## config.mk

```make
export PLATFORM = sky130hd
export DESIGN_NAME = adcat_top
export DESIGN_NICKNAME = d
export VERILOG_FILES = /design/src/rtl/adcat_pkg.sv /design/src/rtl/adcat_timer_if.sv /design/src/rtl/adcat_phase_counter.sv /design/src/rtl/adcat_top.sv
export SDC_FILE = /design/constraint.sdc
export NUM_CORES = 1
export LEC_CHECK = 0
export BUFFER_PORTS_ARGS = -buffer_cell sky130_fd_sc_hd__clkbuf_2
export CELL_PAD_IN_SITES_DETAIL_PLACEMENT = 0
export CELL_PAD_IN_SITES_GLOBAL_PLACEMENT = 1
export CORE_MARGIN = 2
export CORE_UTILIZATION = 40
export DETAILED_ROUTE_END_ITERATION = 8
export PLACE_DENSITY = 0.8
export SETUP_SLACK_MARGIN = 0.1
export SLEW_MARGIN = 20
export SYNTH_ARGS = -nofsm -noshare
export SYNTH_HDL_FRONTEND = slang
export SYNTH_SLANG_ARGS = --single-unit
```

## constraint.sdc

```tcl
create_clock -name clock -period 2.81 [get_ports clock]
set_input_delay 0.562 -clock clock [delete_from_list [all_inputs] [get_ports clock]]
set_output_delay 0.562 -clock clock [all_outputs]
set_load 0.05 [all_outputs]
```

## src/rtl/adcat_pkg.sv

```systemverilog
// package: register map, field layout and reset values of the acquisition timer
package adcat_pkg;
    localparam int          ACQ_WIDTH          = 13;
    localparam logic [11:0] OFFSET_ACQ_LOW     = 12'h000;
    localparam logic [11:0] OFFSET_ACQ_HIGH    = 12'h004;
    localparam logic [11:0] OFFSET_CONTROL     = 12'h008;
    localparam logic [11:0] OFFSET_STATUS      = 12'h00c;
    localparam int          LOW_MSB            = 7;
    localparam int          HIGH_MSB           = 4;
    localparam logic [7:0]  RESET_ACQ_LOW      = 8'h00;
    localparam logic [7:0]  RESET_ACQ_HIGH     = 8'h00;
    localparam logic [7:0]  RESET_PRECHARGE    = 8'h00;
    localparam int          CONTROL_START_BIT  = 0;
    localparam int          PRECHARGE_LSB      = 8;
    localparam int          STATUS_BUSY_BIT    = 0;
    localparam int          STATUS_PHASE_LSB   = 1;
    localparam logic [13:0] ZERO_CASE_CYCLES   = 14'h2000;
    typedef enum logic [1:0] {
        ADCAT_IDLE      = 2'b00,
        ADCAT_PRECHARGE = 2'b01,
        ADCAT_ACQUIRE   = 2'b10,
        ADCAT_CONVERT   = 2'b11
    } adcat_phase_t;
endpackage

```

## src/rtl/adcat_timer_if.sv

```systemverilog
// interface: sequencing signals between register front end and phase counter
`timescale 1ns/1ps
`default_nettype none
interface adcat_timer_if;
    logic                             start;
    logic [12:0]                      acquisition_count;
    logic [7:0]                       precharge_time_setting;
    logic                             busy;
    logic                             convert_start;
    adcat_pkg::adcat_phase_t          phase;
    modport ctrl  (output start, output acquisition_count, output precharge_time_setting,
                   input busy, input convert_start, input phase);
    modport timer (input start, input acquisition_count, input precharge_time_setting,
                   output busy, output convert_start, output phase);
endinterface
`default_nettype wire

```

## src/rtl/adcat_phase_counter.sv

```systemverilog
// phase counter: precharge, then acquisition, then conversion start pulse
`timescale 1ns/1ps
`default_nettype none
module adcat_phase_counter (
    input  wire logic  clock,
    input  wire logic  reset,
    input  wire logic  clock_enable,
    adcat_timer_if.timer tif
);
    adcat_pkg::adcat_phase_t phase;
    logic [13:0]             count;
    logic [13:0]             acq_cycles;

    // zero count with precharge means one beyond the largest count
    always_comb begin
        if (tif.acquisition_count != 13'h0000) begin
            acq_cycles = {1'b0, tif.acquisition_count};
        end else if (tif.precharge_time_setting != 8'h00) begin
            acq_cycles = adcat_pkg::ZERO_CASE_CYCLES;
        end else begin
            acq_cycles = 14'h0000;
        end
    end

    always_ff @(posedge clock or posedge reset) begin
        if (reset) begin
            phase             <= adcat_pkg::ADCAT_IDLE;
            count             <= 14'h0000;
            tif.convert_start <= 1'b0;
        end else if (clock_enable) begin
            tif.convert_start <= 1'b0;
            unique case (phase)
                adcat_pkg::ADCAT_IDLE: begin
                    if (tif.start) begin
                        if (tif.precharge_time_setting != 8'h00) begin
                            phase <= adcat_pkg::ADCAT_PRECHARGE;
                            count <= {6'h00, tif.precharge_time_setting};
                        end else if (acq_cycles != 14'h0000) begin
                            phase <= adcat_pkg::ADCAT_ACQUIRE;
                            count <= acq_cycles;
                        end else begin
                            phase             <= adcat_pkg::ADCAT_CONVERT;
                            tif.convert_start <= 1'b1;
                        end
                    end
                end
                adcat_pkg::ADCAT_PRECHARGE: begin
                    if (count == 14'h0001) begin
                        phase <= adcat_pkg::ADCAT_ACQUIRE;
                        count <= acq_cycles;
                    end else begin
                        count <= count - 14'h0001;
                    end
                end
                adcat_pkg::ADCAT_ACQUIRE: begin
                    if (count == 14'h0001) begin
                        // pulse as the count ends, so it meets the falling acquisition flag
                        phase             <= adcat_pkg::ADCAT_CONVERT;
                        tif.convert_start <= 1'b1;
                    end else begin
                        count <= count - 14'h0001;
                    end
                end
                adcat_pkg::ADCAT_CONVERT: begin
                    phase <= adcat_pkg::ADCAT_IDLE;
                end
            endcase
        end
    end

    assign tif.phase = phase;
    assign tif.busy  = (phase != adcat_pkg::ADCAT_IDLE);
endmodule
`default_nettype wire

```

## src/rtl/adcat_top.sv

```systemverilog
// top: apb register file and acquisition sequencing of the converter
//
// How it works
// - low register holds count bits seven..zero
// - high register holds count bits twelve..eight
// - high bits seven..five read zero, ignored
// - nonzero count gives exactly that many cycles
// - zero count, zero precharge skips acquisition
// - zero count with precharge gives 8192 cycles
`timescale 1ns/1ps
`default_nettype none
module adcat_top (
    input  wire logic        clock,
    input  wire logic        reset,
    input  wire logic        clock_enable,
    input  wire logic        psel,
    input  wire logic        penable,
    input  wire logic        pwrite,
    input  wire logic [11:0] paddr,
    input  wire logic [31:0] pwdata,
    input  wire logic [3:0]  pstrb,
    output logic             pready,
    output logic [31:0]      prdata,
    output logic             pslverr,
    output logic             acquiring,
    output logic             precharging,
    output logic             convert_start
);
    adcat_timer_if tif ();

    logic [7:0]  acquisition_time_low;
    logic [4:0]  acquisition_time_high;
    logic [7:0]  precharge_time_setting;
    logic        start_pulse;
    logic        access;
    logic        commit;
    logic        write_low;
    logic        write_high;
    logic        write_start;
    logic        write_precharge;
    logic [31:0] next_prdata;
    logic        next_pslverr;

    adcat_phase_counter u_counter (
        .clock        (clock),
        .reset        (reset),
        .clock_enable (clock_enable),
        .tif          (tif)
    );

    assign tif.start                  = start_pulse;
    assign tif.acquisition_count      = {acquisition_time_high, acquisition_time_low};
    assign tif.precharge_time_setting = precharge_time_setting;

    // shared decode for every write strobe: answering edge, address and lane
    function automatic logic lane_write(input logic        answered,
                                        input logic [11:0] addr,
                                        input logic [11:0] offset,
                                        input logic        lane);
        return answered && (addr == offset) && lane;
    endfunction

    // one-wait answer: ready rises in the second access cycle
    assign access = psel && penable && !pready;

    // writes land only at the edge that samples ready high, never earlier
    assign commit          = psel && penable && pready && pwrite;
    assign write_low       = lane_write(commit, paddr, adcat_pkg::OFFSET_ACQ_LOW, pstrb[0]);
    assign write_high      = lane_write(commit, paddr, adcat_pkg::OFFSET_ACQ_HIGH, pstrb[0]);
    assign write_start     = lane_write(commit, paddr, adcat_pkg::OFFSET_CONTROL, pstrb[0]);
    assign write_precharge = lane_write(commit, paddr, adcat_pkg::OFFSET_CONTROL, pstrb[1]);

    always_ff @(posedge clock or posedge reset) begin
        if (reset) begin
            pready <= 1'b0;
        end else if (clock_enable) begin
            pready <= psel && penable && !pready;
        end
    end

    always_ff @(posedge clock or posedge reset) begin
        if (reset) begin
            acquisition_time_low <= adcat_pkg::RESET_ACQ_LOW;
        end else if (clock_enable && write_low) begin
            acquisition_time_low <= pwdata[adcat_pkg::LOW_MSB:0];
        end
    end

    // only five bits are stored, so the upper three cannot read back
    always_ff @(posedge clock or posedge reset) begin
        if (reset) begin
            acquisition_time_high <= adcat_pkg::RESET_ACQ_HIGH[adcat_pkg::HIGH_MSB:0];
        end else if (clock_enable && write_high) begin
            acquisition_time_high <= pwdata[adcat_pkg::HIGH_MSB:0];
        end
    end

    // precharge setting sits in byte lane one of the control word
    always_ff @(posedge clock or posedge reset) begin
        if (reset) begin
            precharge_time_setting <= adcat_pkg::RESET_PRECHARGE;
        end else if (clock_enable && write_precharge) begin
            precharge_time_setting <= pwdata[adcat_pkg::PRECHARGE_LSB +: 8];
        end
    end

    // a start while busy is dropped rather than queued
    always_ff @(posedge clock or posedge reset) begin
        if (reset) begin
            start_pulse <= 1'b0;
        end else if (clock_enable) begin
            start_pulse <= write_start && pwdata[adcat_pkg::CONTROL_START_BIT] && !tif.busy;
        end
    end

    always_comb begin
        next_prdata  = 32'h0000_0000;
        next_pslverr = 1'b0;
        unique case (paddr)
            adcat_pkg::OFFSET_ACQ_LOW:  next_prdata[7:0] = acquisition_time_low;
            adcat_pkg::OFFSET_ACQ_HIGH: next_prdata[4:0] = acquisition_time_high;
            adcat_pkg::OFFSET_CONTROL:
                next_prdata[adcat_pkg::PRECHARGE_LSB +: 8] = precharge_time_setting;
            adcat_pkg::OFFSET_STATUS: begin
                next_prdata[adcat_pkg::STATUS_BUSY_BIT]       = tif.busy;
                next_prdata[adcat_pkg::STATUS_PHASE_LSB +: 2] = tif.phase;
            end
            default: next_pslverr = 1'b1;
        endcase
    end

    // read data stands until the next access replaces it
    always_ff @(posedge clock or posedge reset) begin
        if (reset) begin
            prdata <= 32'h0000_0000;
        end else if (clock_enable && access) begin
            prdata <= pwrite ? 32'h0000_0000 : next_prdata;
        end
    end

    // error flag pulses together with ready
    always_ff @(posedge clock or posedge reset) begin
        if (reset) begin
            pslverr <= 1'b0;
        end else if (clock_enable) begin
            pslverr <= access && next_pslverr;
        end
    end

    // outputs registered; they trail the internal phase by one cycle
    always_ff @(posedge clock or posedge reset) begin
        if (reset) begin
            acquiring <= 1'b0;
        end else if (clock_enable) begin
            acquiring <= (tif.phase == adcat_pkg::ADCAT_ACQUIRE);
        end
    end

    always_ff @(posedge clock or posedge reset) begin
        if (reset) begin
            precharging <= 1'b0;
        end else if (clock_enable) begin
            precharging <= (tif.phase == adcat_pkg::ADCAT_PRECHARGE);
        end
    end

    always_ff @(posedge clock or posedge reset) begin
        if (reset) begin
            convert_start <= 1'b0;
        end else if (clock_enable) begin
            convert_start <= tif.convert_start;
        end
    end
endmodule
`default_nettype wire

```

==> summary.txt, run 1 <==
Synthesis
  – Avg Cell Area, Syn: 10.4 um^2
  – Top-area cell type share of the netlist area: 0.445
  – Seq/Total Area, Yosys: 0.445
  – Flops & latches, synth: 60
  – Multiplexer area fraction after synthesis: 0.105
  – Cell taking the most area after synthesis: dfrtp_1
  – Distinct cells, synth: 60
  – Synthesized area: 3380 um^2
  – Post-synthesis compound-gate area fraction: 0.182
  – Synth warn: 0
  – EDFF count, synth: 0
  – Most area-consuming cells after synthesis: dfrtp_1 (44%), mux2_2 (6.0%), buf_4 (4.4%)
  – Fraction of the mapped netlist area in adder cells: 0.0185
  – Combinational family with the most area after synthesis: compound AO/OA/AOI/OAI gates
  – Synth cell count leaders: dfrtp_1 (60), buf_4 (20), nand2_1 (19)
  – Async SR Flop Fraction: 1.00
  – XOR/XNOR Fraction of Synth Area: 0.00259
  – Post-Synth Simple-Gate Area: 0.168
  – Synthesized instance count: 324
  – Synth Flop Type: dfrtp_1
  – Count leader, synth: dfrtp_1

Floorplanning
  – Core Region: 8220 um^2
  – Boundary pin count: 91
  – Die area: 9190 um^2
  – Die Ht: 95.9 um
  – Initial Utilization: 0.411
  – Row count: 33
  – Die Wd: 95.9 um

Critical path
  – Reg2Reg Depth: 6
  – Req. time, crit path: 3080 ps
  – CP Capture Type: flop
  – Crit Reg-Reg Endpoint: u_counter.count[9]$_DFFE_PP0P_
  – CP Class: reg2reg
  – R2R Setup Slk: 320 ps
  – Worst Path Max Fanout: 17
  – CP Data Arrival Time: 2760 ps
  – Startpoint class of the critical path: flop
  – Critical R2R Launch: precharge_time_setting[7]$_DFFE_PP0P_

Outcome
  – Outcome: finished clean

GRT
  – Vias in the first global route: 2745
  – GRT overflow: 0
  – Antenna violations before repair: 0
  – First-pass GRT wire length: 13900 um
  – Largest net degree at the start of global routing: 32
  – Tot GR Track Use: 0.199

Route
  – Drt pass-1 iters: 4
  – Routed WL: 8270 um
  – DRT iter0 DRCs: 142
  – Vias per inst: 5.46
  – Wire per inst: 16.8 um
  – DRT antenna net count: 0
  – Total vias in the final route: 2691
  – DRC: 0

STA
  – Total negative slack: 0 ps
  – Worst slew pin tran: 671 ps
  – RSZ-0062 raised after global routing: no
  – Rel. slew slack: 0.548
  – Worst Skew: 7.72 ps
  – Setup Viol. Count Final: 0
  – Fin. max-slew vios: 0
  – Final Critical Period: 2490 ps
  – Final WS setup: 322 ps
  – Final Hold Vio Count: 0
  – Fin crit share: 0.885
  – Highest Clock Rate: 402 MHz

Hold path
  – Hold/Removal Path Class: in2async

Placed design
  – Placer congestion estimate: 0.851
  – Post-detail-place hpwl: 6120 um
  – Area after DPL: 3710 um^2
  – Cells after DPL: 477
  – # port buffers: 56
  – Placement Setup Slack: 282 ps

Cells and area
  – Finished Cell Area: 3880 um^2
  – Final core area utilization: 0.473
  – P&R area growth vs syn: 15.1%
  – Final nets: 442
  – Layout cells sized above 1: 0.302
  – Antenna cells: 0
  – Fin cells: 493

Power and ir drop
  – Clock Power Share: 0.360
  – Pint: 1.35 mW
  – Net Switching: 0.589 mW
  – Gate power share: 0.138
  – LEAKAGE: 1.84 nW
  – Pwr/cell area: 498 nW/um^2
  – Switch share: 0.305
  – Peak supply drop: 0.000237 V
  – Reg power frac: 0.502

Clock tree
  – Clock-pin slew on the worst setup and hold paths: 70 ps
  – Clock latency on the worst-skew pair: 350 ps
  – Clock buffer depth: 2
  – Clk sink count: 60
  – TritonCTS clock tree: yes
  – TritonCTS buffer count: 9
  – H-tree Lvls: 3
  – Clock Tree Root: clkbuf_8

Flow run
  – Max-Cap Viols: 0
[per-stage QoR]
step / hold WS (ps) / total power, mW
4_1_cts: 307 / 1.94
2_1_floorplan: 475 / 1.19
6_report: 282 / 1.93
3_3_place_gp: 467 / 1.24
3_5_place_dp: 470 / 1.25
5_1_grt: 349 / 2.03
[critical path, stage by stage, from the launching register on]
cell	delay, ps
dfrtp_1	420
nor4_1	630
nand3_1	300
o221ai_2	500
buf_4	310
o21bai_1	130
o2bb2ai_1	120
[how the worst max path moves through the flow]
stage	from	endpoint	slack [ps]	cells past startpoint
finish	precharge_time_setting[7]$_DFFE_PP0P_	u_counter.count[9]$_DFFE_PP0P_	320	6
global route	precharge_time_setting[7]$_DFFE_PP0P_	u_counter.count[8]$_DFFE_PP0P_	120	6
CTS	u_counter.count[1]$_DFFE_PP0P_	u_counter.count[4]$_DFFE_PP0P_	270	7
detailed placement	paddr[9]	precharge_time_setting[6]$_DFFE_PP0P_	280	6
global placement	paddr[9]	precharge_time_setting[1]$_DFFE_PP0P_	330	6
floorplan	paddr[9]	precharge_time_setting[0]$_DFFE_PP0P_	640	6
[routing by layer]
layer	vias to the layer above	share of wire	global-route usage
met5	-	0	0
met2	64	0.45	0.305
li1	1300	-	-
met4	0	0.023	0.0833
met1	1312	0.48	0.271
met3	15	0.046	0.0431
[final cells by class]
cell class | instances | area (um^2)
Timing Repair Buffer | 64 | 353
Fill cell | 768 | 4330
Sequential cell | 60 | 1500
Inverter | 16 | 60.1
Clock inverter | 5 | 27.5
Tap cell | 105 | 131
Clock buffer | 11 | 141
Multi-Input combinational cell | 232 | 1670
[timing repair]
action                                  in CTS  in global routing
setup buffers                                0                  0
endpoints found under the setup margin       0                 13
gates resized for setup                      0                  1
hold buffers                                 0                  0
[flip-flops by register name, summed over array words and instances (netlist names)]
signal / flops
prdata: 16
u_counter.count: 14
acquisition_time_low: 8
precharge_time_setting: 8
acquisition_time_high: 5
u_counter.tif.phase: 2
acquiring: 1
convert_start: 1
pready: 1
precharging: 1
pslverr: 1
start_pulse: 1
u_counter.tif.convert_start: 1
[cell usage in the layout, fill, tap and decap left out, types with 5 or more instances in the layout]
cell,Yosys,final
o21ai_0,9,9
nand2_1,19,19
nor2_1,15,15
a22o_1,12,12
mux2_2,18,18
a21oi_1,11,11
clkbuf_8,0,10
mux2_4,8,8
buf_4,20,7
nand4_1,8,8
nor3_1,7,7
ha_1,5,5
dfrtp_1,60,60
inv_1,16,15
o22ai_1,6,6
conb_1,1,16
clkbuf_2,0,56
nand3_1,12,12
[power groups by stage]
stage	clock, mW	combinational, mW	sequential (mW)
after floorplan	0	0.224	0.968
after global placement	0	0.265	0.980
after detailed placement	0	0.268	0.984
after CTS	0.705	0.269	0.967
after global routing	0.755	0.300	0.978
final	0.697	0.267	0.970
[cell families (layout without fill, tap and decap cells)]
family                     count (synthesis)  after routing
and+or+nand+nor                           98             98
other                                      1             16
DFF                                       60             60
adders and majority gates                  5              5
buffers and inverters                     47             96
AOI/OAI and AO/OA                         83             83
xor gates and xnor gates                   1              1
muxes                                     29             29
Note: power is estimated with default switching activity, not from simulation.
==> run 2: changes to the inputs <==
Settings changed: SLEW_MARGIN 20 to 10.
Clock period 2.81 ns to 2.4 ns, I/O delays scaled along.
==> run 2 against run 1 <==
Net effect:
- highest routed layer unchanged
- clock skew decreased by 0.58 ps
- power is 31% higher
- setup slack got worse by 120 ps
- critical path type unchanged
- non-clock buffer count grew 23
- maximum frequency grew 13%
- register-to-register slack got worse by 120 ps
- core utilization rose by 3.0 points
- largest cell class unchanged
- combinational power is 26% higher
==> summary.txt, run 2 (same netlist as run 1, synthesis figures left out) <==
Outcome
  – Outcome: finished clean (unchanged)

Cells and area
  – Antenna cells: 0 (unchanged)
  – Top reg by flops: prdata (unchanged)
  – P&R area growth vs syn: 22.4% (was 15.1%)
  – FF+latch area: 1500 um^2 (unchanged)
  – Filler Cells Inserted: 737 (was 768)
  – Commonest non-fill, non-tap cell in the layout: dfrtp_1 (unchanged)
  – Biggest regs: prdata x16, u_counter.count x14 (unchanged)
  – Most frequent cells in the layout: dfrtp_1 (60), clkbuf_2 (56), buf_4 (30) (was dfrtp_1 (60), clkbuf_2 (56), nand2_1 (19))
  – Max FFs per register: 16 (unchanged)
  – Layout cells sized above 1: 0.345 (was 0.302)
  – Final nets: 465 (was 442)
  – Area of the multi-input gates: 1680 um^2 (was 1670 um^2)

Power and ir drop
  – Total power: 2.53 mW (was 1.93 mW)
  – Peak supply drop: 0.000252 V (was 0.000237 V)
  – LEAKAGE: 1.97 nW (was 1.84 nW)
  – Pwr/cell area: 611 nW/um^2 (was 498 nW/um^2)

Critical path
  – Cell mode on critical path: buf_4
  – WP buf/inv: 3 (was 1)
  – Critical R2R Launch: u_counter.count[1]$_DFFE_PP0P_ (was precharge_time_setting[7]$_DFFE_PP0P_)
  – Startpoint class of the critical path: flop (unchanged)
  – R2R Setup Slk: 200 ps (was 320 ps)
  – CP Data Arrival Time: 2420 ps (was 2760 ps)
  – Reg2Reg Depth: 9 (was 6)
  – CP Class: reg2reg (unchanged)
  – Worst Path Max Fanout: 5 (was 17)
  – CP Capture Type: flop (unchanged)
  – Crit Reg-Reg Endpoint: u_counter.count[3]$_DFFE_PP0P_ (was u_counter.count[9]$_DFFE_PP0P_)
  – Req. time, crit path: 2620 ps (was 3080 ps)
  – Critical-path cell list: inv_1, ha_1, nor3b_1, buf_4, nand4_1, o221ai_2, buf_4, nor2_1, a221o_1 (was nor4_1, nand3_1, o221ai_2, buf_4, o21bai_1, o2bb2ai_1)
  – Delay-heaviest family, CP: compound AO/OA/AOI/OAI gates (was simple AND/OR/NAND/NOR gates)
  – Worst path slowest cell: dfrtp_1 (was nor4_1)
  – Crit path largest cell delay: 400 ps (was 630 ps)

GRT
  – Tot GR Track Use: 0.197 (was 0.199)
  – GRT overflow: 0 (unchanged)
  – Largest net degree at the start of global routing: 32 (unchanged)
  – Vias in the first global route: 2749 (was 2745)
  – First-pass GRT wire length: 13700 um (was 13900 um)
  – Antenna violations before repair: 0 (unchanged)

Route
  – Routed WL: 8410 um (was 8270 um)
  – DRT antenna net count: 0 (unchanged)
  – DRT iter0 DRCs: 144 (was 142)
  – Vias per inst: 5.45 (was 5.46)
  – DRC: 0 (unchanged)
  – Wire per inst: 16.3 um (was 16.8 um)
  – Total vias in the final route: 2813 (was 2691)
  – Drt pass-1 iters: 4 (unchanged)

Clock tree
  – TritonCTS clock tree: yes (unchanged)
  – Clock buffer depth: 2 (unchanged)
  – TritonCTS buffer count: 9 (unchanged)
  – Clock-pin slew on the worst setup and hold paths: 70 ps (about the same)
  – Clk sink count: 60 (unchanged)
  – H-tree Lvls: 3 (unchanged)
  – Clock Tree Root: clkbuf_8 (unchanged)
  – Clock latency on the worst-skew pair: 340 ps (was 350 ps)

Placed design
  – Post-detail-place hpwl: 6430 um (was 6120 um)
  – # port buffers: 56 (unchanged)
  – Placer congestion estimate: 0.863 (was 0.851)

Floorplanning
  – Row count: 33 (unchanged)
  – Die Ht: 95.9 um (unchanged)
  – Die Wd: 95.9 um (unchanged)
  – Die area: 9190 um^2 (unchanged)
  – Core Region: 8220 um^2 (unchanged)
  – Boundary pin count: 91 (unchanged)
  – Initial Utilization: 0.411 (unchanged)

STA
  – Min Hold Slack: 207 ps (was 282 ps)
  – Worst slew pin tran: 646 ps (was 671 ps)
  – Worst Skew: 7.15 ps (was 7.72 ps)
  – Setup Viol. Count Final: 0 (unchanged)
  – Fin. max-slew vios: 0 (unchanged)
  – RSZ-0062 raised after global routing: yes (was no)
  – Rel. slew slack: 0.569 (was 0.548)
  – Highest Clock Rate: 454 MHz (was 402 MHz)
  – Fin crit share: 0.918 (was 0.885)
  – Total negative slack: 0 ps (unchanged)
  – Final Critical Period: 2200 ps (was 2490 ps)
  – Final Hold Vio Count: 0 (unchanged)

Flow run
  – Max-Cap Viols: 0 (unchanged)

Hold path
  – Hold/Removal Path Class: in2async (unchanged)
run 2: cell types whose count changed in the layout (fill, tap and decap cells not counted), sizes merged:
cell / before / now
buf: 8 / 31
bufinv: 0 / 2
clkinv: 4 / 1
clkinvlp: 1 / 2
run 2: metrics by stage:
step / util / std cells / worst slack (ps) / area, um^2
detailed placement: 0.472 / 499 / 60.1 / 3880
global route: 0.503 / 516 / 59.9 / 4130
floorplan: - / 339 / 313 / 3430
CTS: 0.501 / 516 / 129 / 4120
finish: 0.503 / 516 / 198 / 4130
global placement: 0.472 / 499 / 68.3 / 3880
run 2: how the worst max path moves through the flow:
| stage | startpoint | end | slack, ps | cells past startpoint |
|---|---|---|---|---|
| global placement | paddr[1] | precharge_time_setting[6]$_DFFE_PP0P_ | 70 | 6 |
| detailed placement | paddr[9] | precharge_time_setting[7]$_DFFE_PP0P_ | 60 | 6 |
| CTS | u_counter.tif.phase[0]$_DFFE_PP0P_ | u_counter.count[4]$_DFFE_PP0P_ | 130 | 8 |
| floorplan | paddr[9] | precharge_time_setting[0]$_DFFE_PP0P_ | 310 | 6 |
| global route | u_counter.count[1]$_DFFE_PP0P_ | u_counter.count[3]$_DFFE_PP0P_ | 60 | 9 |
| finish | u_counter.count[1]$_DFFE_PP0P_ | u_counter.count[3]$_DFFE_PP0P_ | 200 | 9 |
run 2: cell type report:
cell class | instances | share of cell area
inverter | 16 | 0.0145
clock buffer | 11 | 0.0366
sequential | 60 | 0.363
tap | 105 | 0.0318
multi-input combinational | 232 | 0.406
timing repair buffer | 87 | 0.127
clock inverter | 5 | 0.0203
run 2: power breakdown:
group / internal (mW) / switching, mW
sequential: 1.06 / 0.0654
combinational: 0.132 / 0.205
clock: 0.643 / 0.418
total: 1.84 / 0.689
run 2: worst register-to-register path, stage by stage (launching register included):
cell and delay (ps):
dfrtp_1 400, inv_1 110, ha_1 140, nor3b_1 170, buf_4 170, nand4_1 150, o221ai_2 380, buf_4 200
nor2_1 40, a221o_1 330
run 2: what timing repair did:
item	CTS	global route
buffers inserted	1	0
pin swaps	0	0
hold endpoints to repair	0	0
hold buffers	0	0
gates resized for setup	0	5
endpoints found under the setup margin	1	11
run 2: metal layers:
layer  routed length, um  track usage  vias up
met5                   0            0        -
met4                 127       0.0714        0
met3                 430       0.0368       10
met2                4050        0.311       68
met1                3800        0.270     1391
li1                    -            -     1344
==> run 3: changes to the inputs <==
--- a/config.mk
+++ b/config.mk
@@ -10,7 +10,8 @@
 export CELL_PAD_IN_SITES_GLOBAL_PLACEMENT = 1
 export CORE_MARGIN = 2
-export CORE_UTILIZATION = 40
+export CORE_UTILIZATION = 42
+export CTS_BUF_LIST = sky130_fd_sc_hd__clkbuf_4 sky130_fd_sc_hd__clkbuf_8
 export DETAILED_ROUTE_END_ITERATION = 8
-export PLACE_DENSITY = 0.8
+export PLACE_DENSITY = 0.83
 export SETUP_SLACK_MARGIN = 0.1
 export SLEW_MARGIN = 10
==> constraint.sdc (replaced) <==
create_clock -name clock -period 2.4 [get_ports clock]
set_input_delay 0.12 -clock clock [delete_from_list [all_inputs] [get_ports clock]]
set_output_delay 0.12 -clock clock [all_outputs]
set_load 0.05 [all_outputs]
==> run 3 against run 2 <==
Net effect:
- global-route usage grew 0.92 points
- non-clock buffer count shrank 1
- sequential share of layout area up 0.055 points
- routed wire length up 0.48%
- power decreased by 0.28%
- critical path depth unchanged
- final cell count is 0.78% lower
- largest cell class unchanged
- highest routed layer unchanged
==> summary.txt, run 3 (same netlist as run 1, synthesis figures left out) <==
GRT
  – First-pass GRT wire length: 14000 um (was 13700 um)
  – Largest net degree at the start of global routing: 32 (unchanged)
  – Tot GR Track Use: 0.206 (was 0.197)
  – GRT overflow: 0 (unchanged)
  – Vias in the first global route: 2807 (was 2749)
  – Antenna violations before repair: 0 (unchanged)

Critical path
  – Startpoint class of the critical path: flop (unchanged)
  – WP buf/inv: 3 (unchanged)
  – Worst Setup SP: u_counter.count[1]$_DFFE_PP0P_ (unchanged)
  – CP Data Arrival Time: 2500 ps (was 2420 ps)
  – Crit Reg-Reg Endpoint: u_counter.count[13]$_DFFE_PP0P_ (was u_counter.count[3]$_DFFE_PP0P_)
  – R2R Setup Slk: 160 ps (was 200 ps)
  – CP Capture Type: flop (unchanged)
  – Req. time, crit path: 2660 ps (was 2620 ps)
  – CP Class: reg2reg (unchanged)
  – Worst Path Max Fanout: 5 (unchanged)
  – Delay-heaviest family, CP: buffers and inverters (was compound AO/OA/AOI/OAI gates)
  – Worst path slowest cell: dfrtp_1 (unchanged)
  – Critical Path End: u_counter.count[13]$_DFFE_PP0P_ (was u_counter.count[3]$_DFFE_PP0P_)
  – Stages on the worst setup path: 9 (unchanged)
  – Critical-path cell list: inv_1, ha_1, nor3b_1, buf_4, nand4_1, buf_4, a211oi_1, o22ai_1, o22ai_1 (was inv_1, ha_1, nor3b_1, buf_4, nand4_1, o221ai_2, buf_4, nor2_1, a221o_1)
  – Reg2Reg Depth: 9 (unchanged)
  – Crit path largest cell delay: 400 ps (about the same)
  – Critical R2R Launch: u_counter.count[1]$_DFFE_PP0P_ (unchanged)

Cells and area
  – Biggest regs: prdata x16, u_counter.count x14 (unchanged)
  – Antenna cells: 0 (unchanged)
  – Top reg by flops: prdata (unchanged)
  – Commonest non-fill, non-tap cell in the layout: dfrtp_1 (unchanged)
  – Finished Cell Area: 4130 um^2 (about the same)
  – P&R area growth vs syn: 22.2% (was 22.4%)
  – Layout cells sized above 1: 0.334 (was 0.345)
  – Fin cells: 512 (was 516)
  – Final nets: 464 (was 465)
  – Max FFs per register: 16 (unchanged)
  – Most frequent cells in the layout: dfrtp_1 (60), clkbuf_2 (56), buf_4 (24) (was dfrtp_1 (60), clkbuf_2 (56), buf_4 (30))

Power and ir drop
  – Pwr/cell area: 611 nW/um^2 (about the same)
  – Pint: 1.79 mW (was 1.84 mW)
  – Clock Power Share: 0.417 (was 0.420)
  – Switch share: 0.290 (was 0.273)
  – Net Switching: 0.730 mW (was 0.689 mW)
  – LEAKAGE: 1.97 nW (about the same)
  – Total power: 2.52 mW (was 2.53 mW)
  – Peak supply drop: 0.000306 V (was 0.000252 V)
  – Gate power share: 0.135 (was 0.133)
  – Reg power frac: 0.448 (was 0.447)

Hold path
  – Hold/Removal Path Class: in2reg (was in2async)

Clock tree
  – Clock Tree Root: clkbuf_8 (unchanged)
  – Clock latency on the worst-skew pair: 350 ps (was 340 ps)
  – Clock buffer depth: 2 (unchanged)
  – H-tree Lvls: 3 (unchanged)
  – TritonCTS clock tree: yes (unchanged)
  – TritonCTS buffer count: 9 (unchanged)
  – Clock-pin slew on the worst setup and hold paths: 80 ps (was 70 ps)
  – Clk sink count: 60 (unchanged)

Route
  – DRT iter0 DRCs: 170 (was 144)
  – Wire per inst: 16.5 um (was 16.3 um)
  – Total vias in the final route: 2826 (was 2813)
  – DRC: 0 (unchanged)
  – Vias per inst: 5.52 (was 5.45)
  – Drt pass-1 iters: 4 (unchanged)
  – DRT antenna net count: 0 (unchanged)
  – Routed WL: 8450 um (was 8410 um)

STA
  – Rel. slew slack: 0.554 (was 0.569)
  – Fin. max-slew vios: 0 (unchanged)
  – Final Critical Period: 2240 ps (was 2200 ps)
  – Worst Skew: 11.3 ps (was 7.15 ps)
  – Fin crit share: 0.933 (was 0.918)
  – Worst slew pin tran: 668 ps (was 646 ps)
  – Setup Viol. Count Final: 0 (unchanged)
  – Final WS setup: 160 ps (was 198 ps)
  – Highest Clock Rate: 446 MHz (was 454 MHz)
  – Final Hold Vio Count: 0 (unchanged)
  – RSZ-0062 raised after global routing: yes (unchanged)
  – Total negative slack: 0 ps (unchanged)

Outcome
  – Outcome: finished clean (unchanged)

Flow run
  – Max-Cap Viols: 0 (unchanged)

Floorplanning
  – Die Wd: 93.7 um (was 95.9 um)
  – Die Ht: 93.7 um (was 95.9 um)
  – Core Region: 7770 um^2 (was 8220 um^2)
  – Die area: 8770 um^2 (was 9190 um^2)
  – Initial Utilization: 0.435 (was 0.411)
  – Row count: 32 (was 33)
  – Boundary pin count: 91 (unchanged)

Placed design
  – # port buffers: 56 (unchanged)
  – Placement Setup Slack: 183 ps (was 60.1 ps)
  – Cells after DPL: 491 (was 499)
  – Post-detail-place hpwl: 6420 um (was 6430 um)
  – Placer congestion estimate: 0.834 (was 0.863)
  – Area after DPL: 3850 um^2 (was 3880 um^2)
## run 3: stage by stage
| stage | utilization | hold WS, ps |
|---|---|---|
| final | 0.531 | 7.01 |
| after global routing | 0.531 | 2.66 |
| after floorplan | - | 264 |
| after global placement | 0.495 | 227 |
| after detailed placement | 0.495 | 241 |
| after CTS | 0.528 | 2.27 |
## run 3: worst reg2reg max path: cells and delay by family (launching register included)
kind / cells / cell delay, ps
AOI/OAI and AO/OA: 3 / 540
adders and majority gates: 1 / 140
and+or+nand+nor: 2 / 530
DFF: 1 / 400
buffers and inverters: 3 / 550
## run 3: cell type report
class | instances | area, um^2
clock inverter | 7 | 98.8
tap | 102 | 128
timing repair buffer | 86 | 541
sequential | 60 | 1500
multi-input combinational | 232 | 1670
clock buffer | 9 | 124
fill | 708 | 3640
inverter | 16 | 60.1
## run 3: how the worst min path moves through the flow
stage	startpoint	slack, ps	depth (start not counted)	endpoint
finish	pwdata[13]	7	2	precharge_time_setting[5]$_DFFE_PP0P_
global route	pwdata[6]	3	2	acquisition_time_low[6]$_DFFE_PP0P_
CTS	pwdata[13]	2	2	precharge_time_setting[5]$_DFFE_PP0P_
detailed placement	reset	240	2	pslverr$_DFFE_PP0P_
global placement	reset	230	2	pslverr$_DFFE_PP0P_
floorplan	pwdata[0]	260	2	start_pulse$_DFFE_PP0P_
## run 3: power by group through the flow
stage                     logic [mW]  registers [mW]  clock network (mW)
final                          0.341            1.13                1.05
after global placement         0.328            1.14                   0
after detailed placement       0.334            1.15                   0
after global routing           0.378            1.14                1.10
after floorplan                0.262            1.13                   0
after CTS                      0.338            1.13                1.07
## run 3: timing repair
action	in CTS	in global routing
buffers inserted	0	1
resized for setup	0	5
endpoints found under the setup margin	0	10
hold buffers	3	1
endpoints found under the hold margin	31	1
## run 3: routing by layer
metal	vias to the layer above	routed length (um)	global-route usage
li1	1342	-	-
met3	17	424	0.0377
met4	0	164	0.0785
met5	-	0	0
met2	86	4140	0.344
met1	1381	3720	0.267
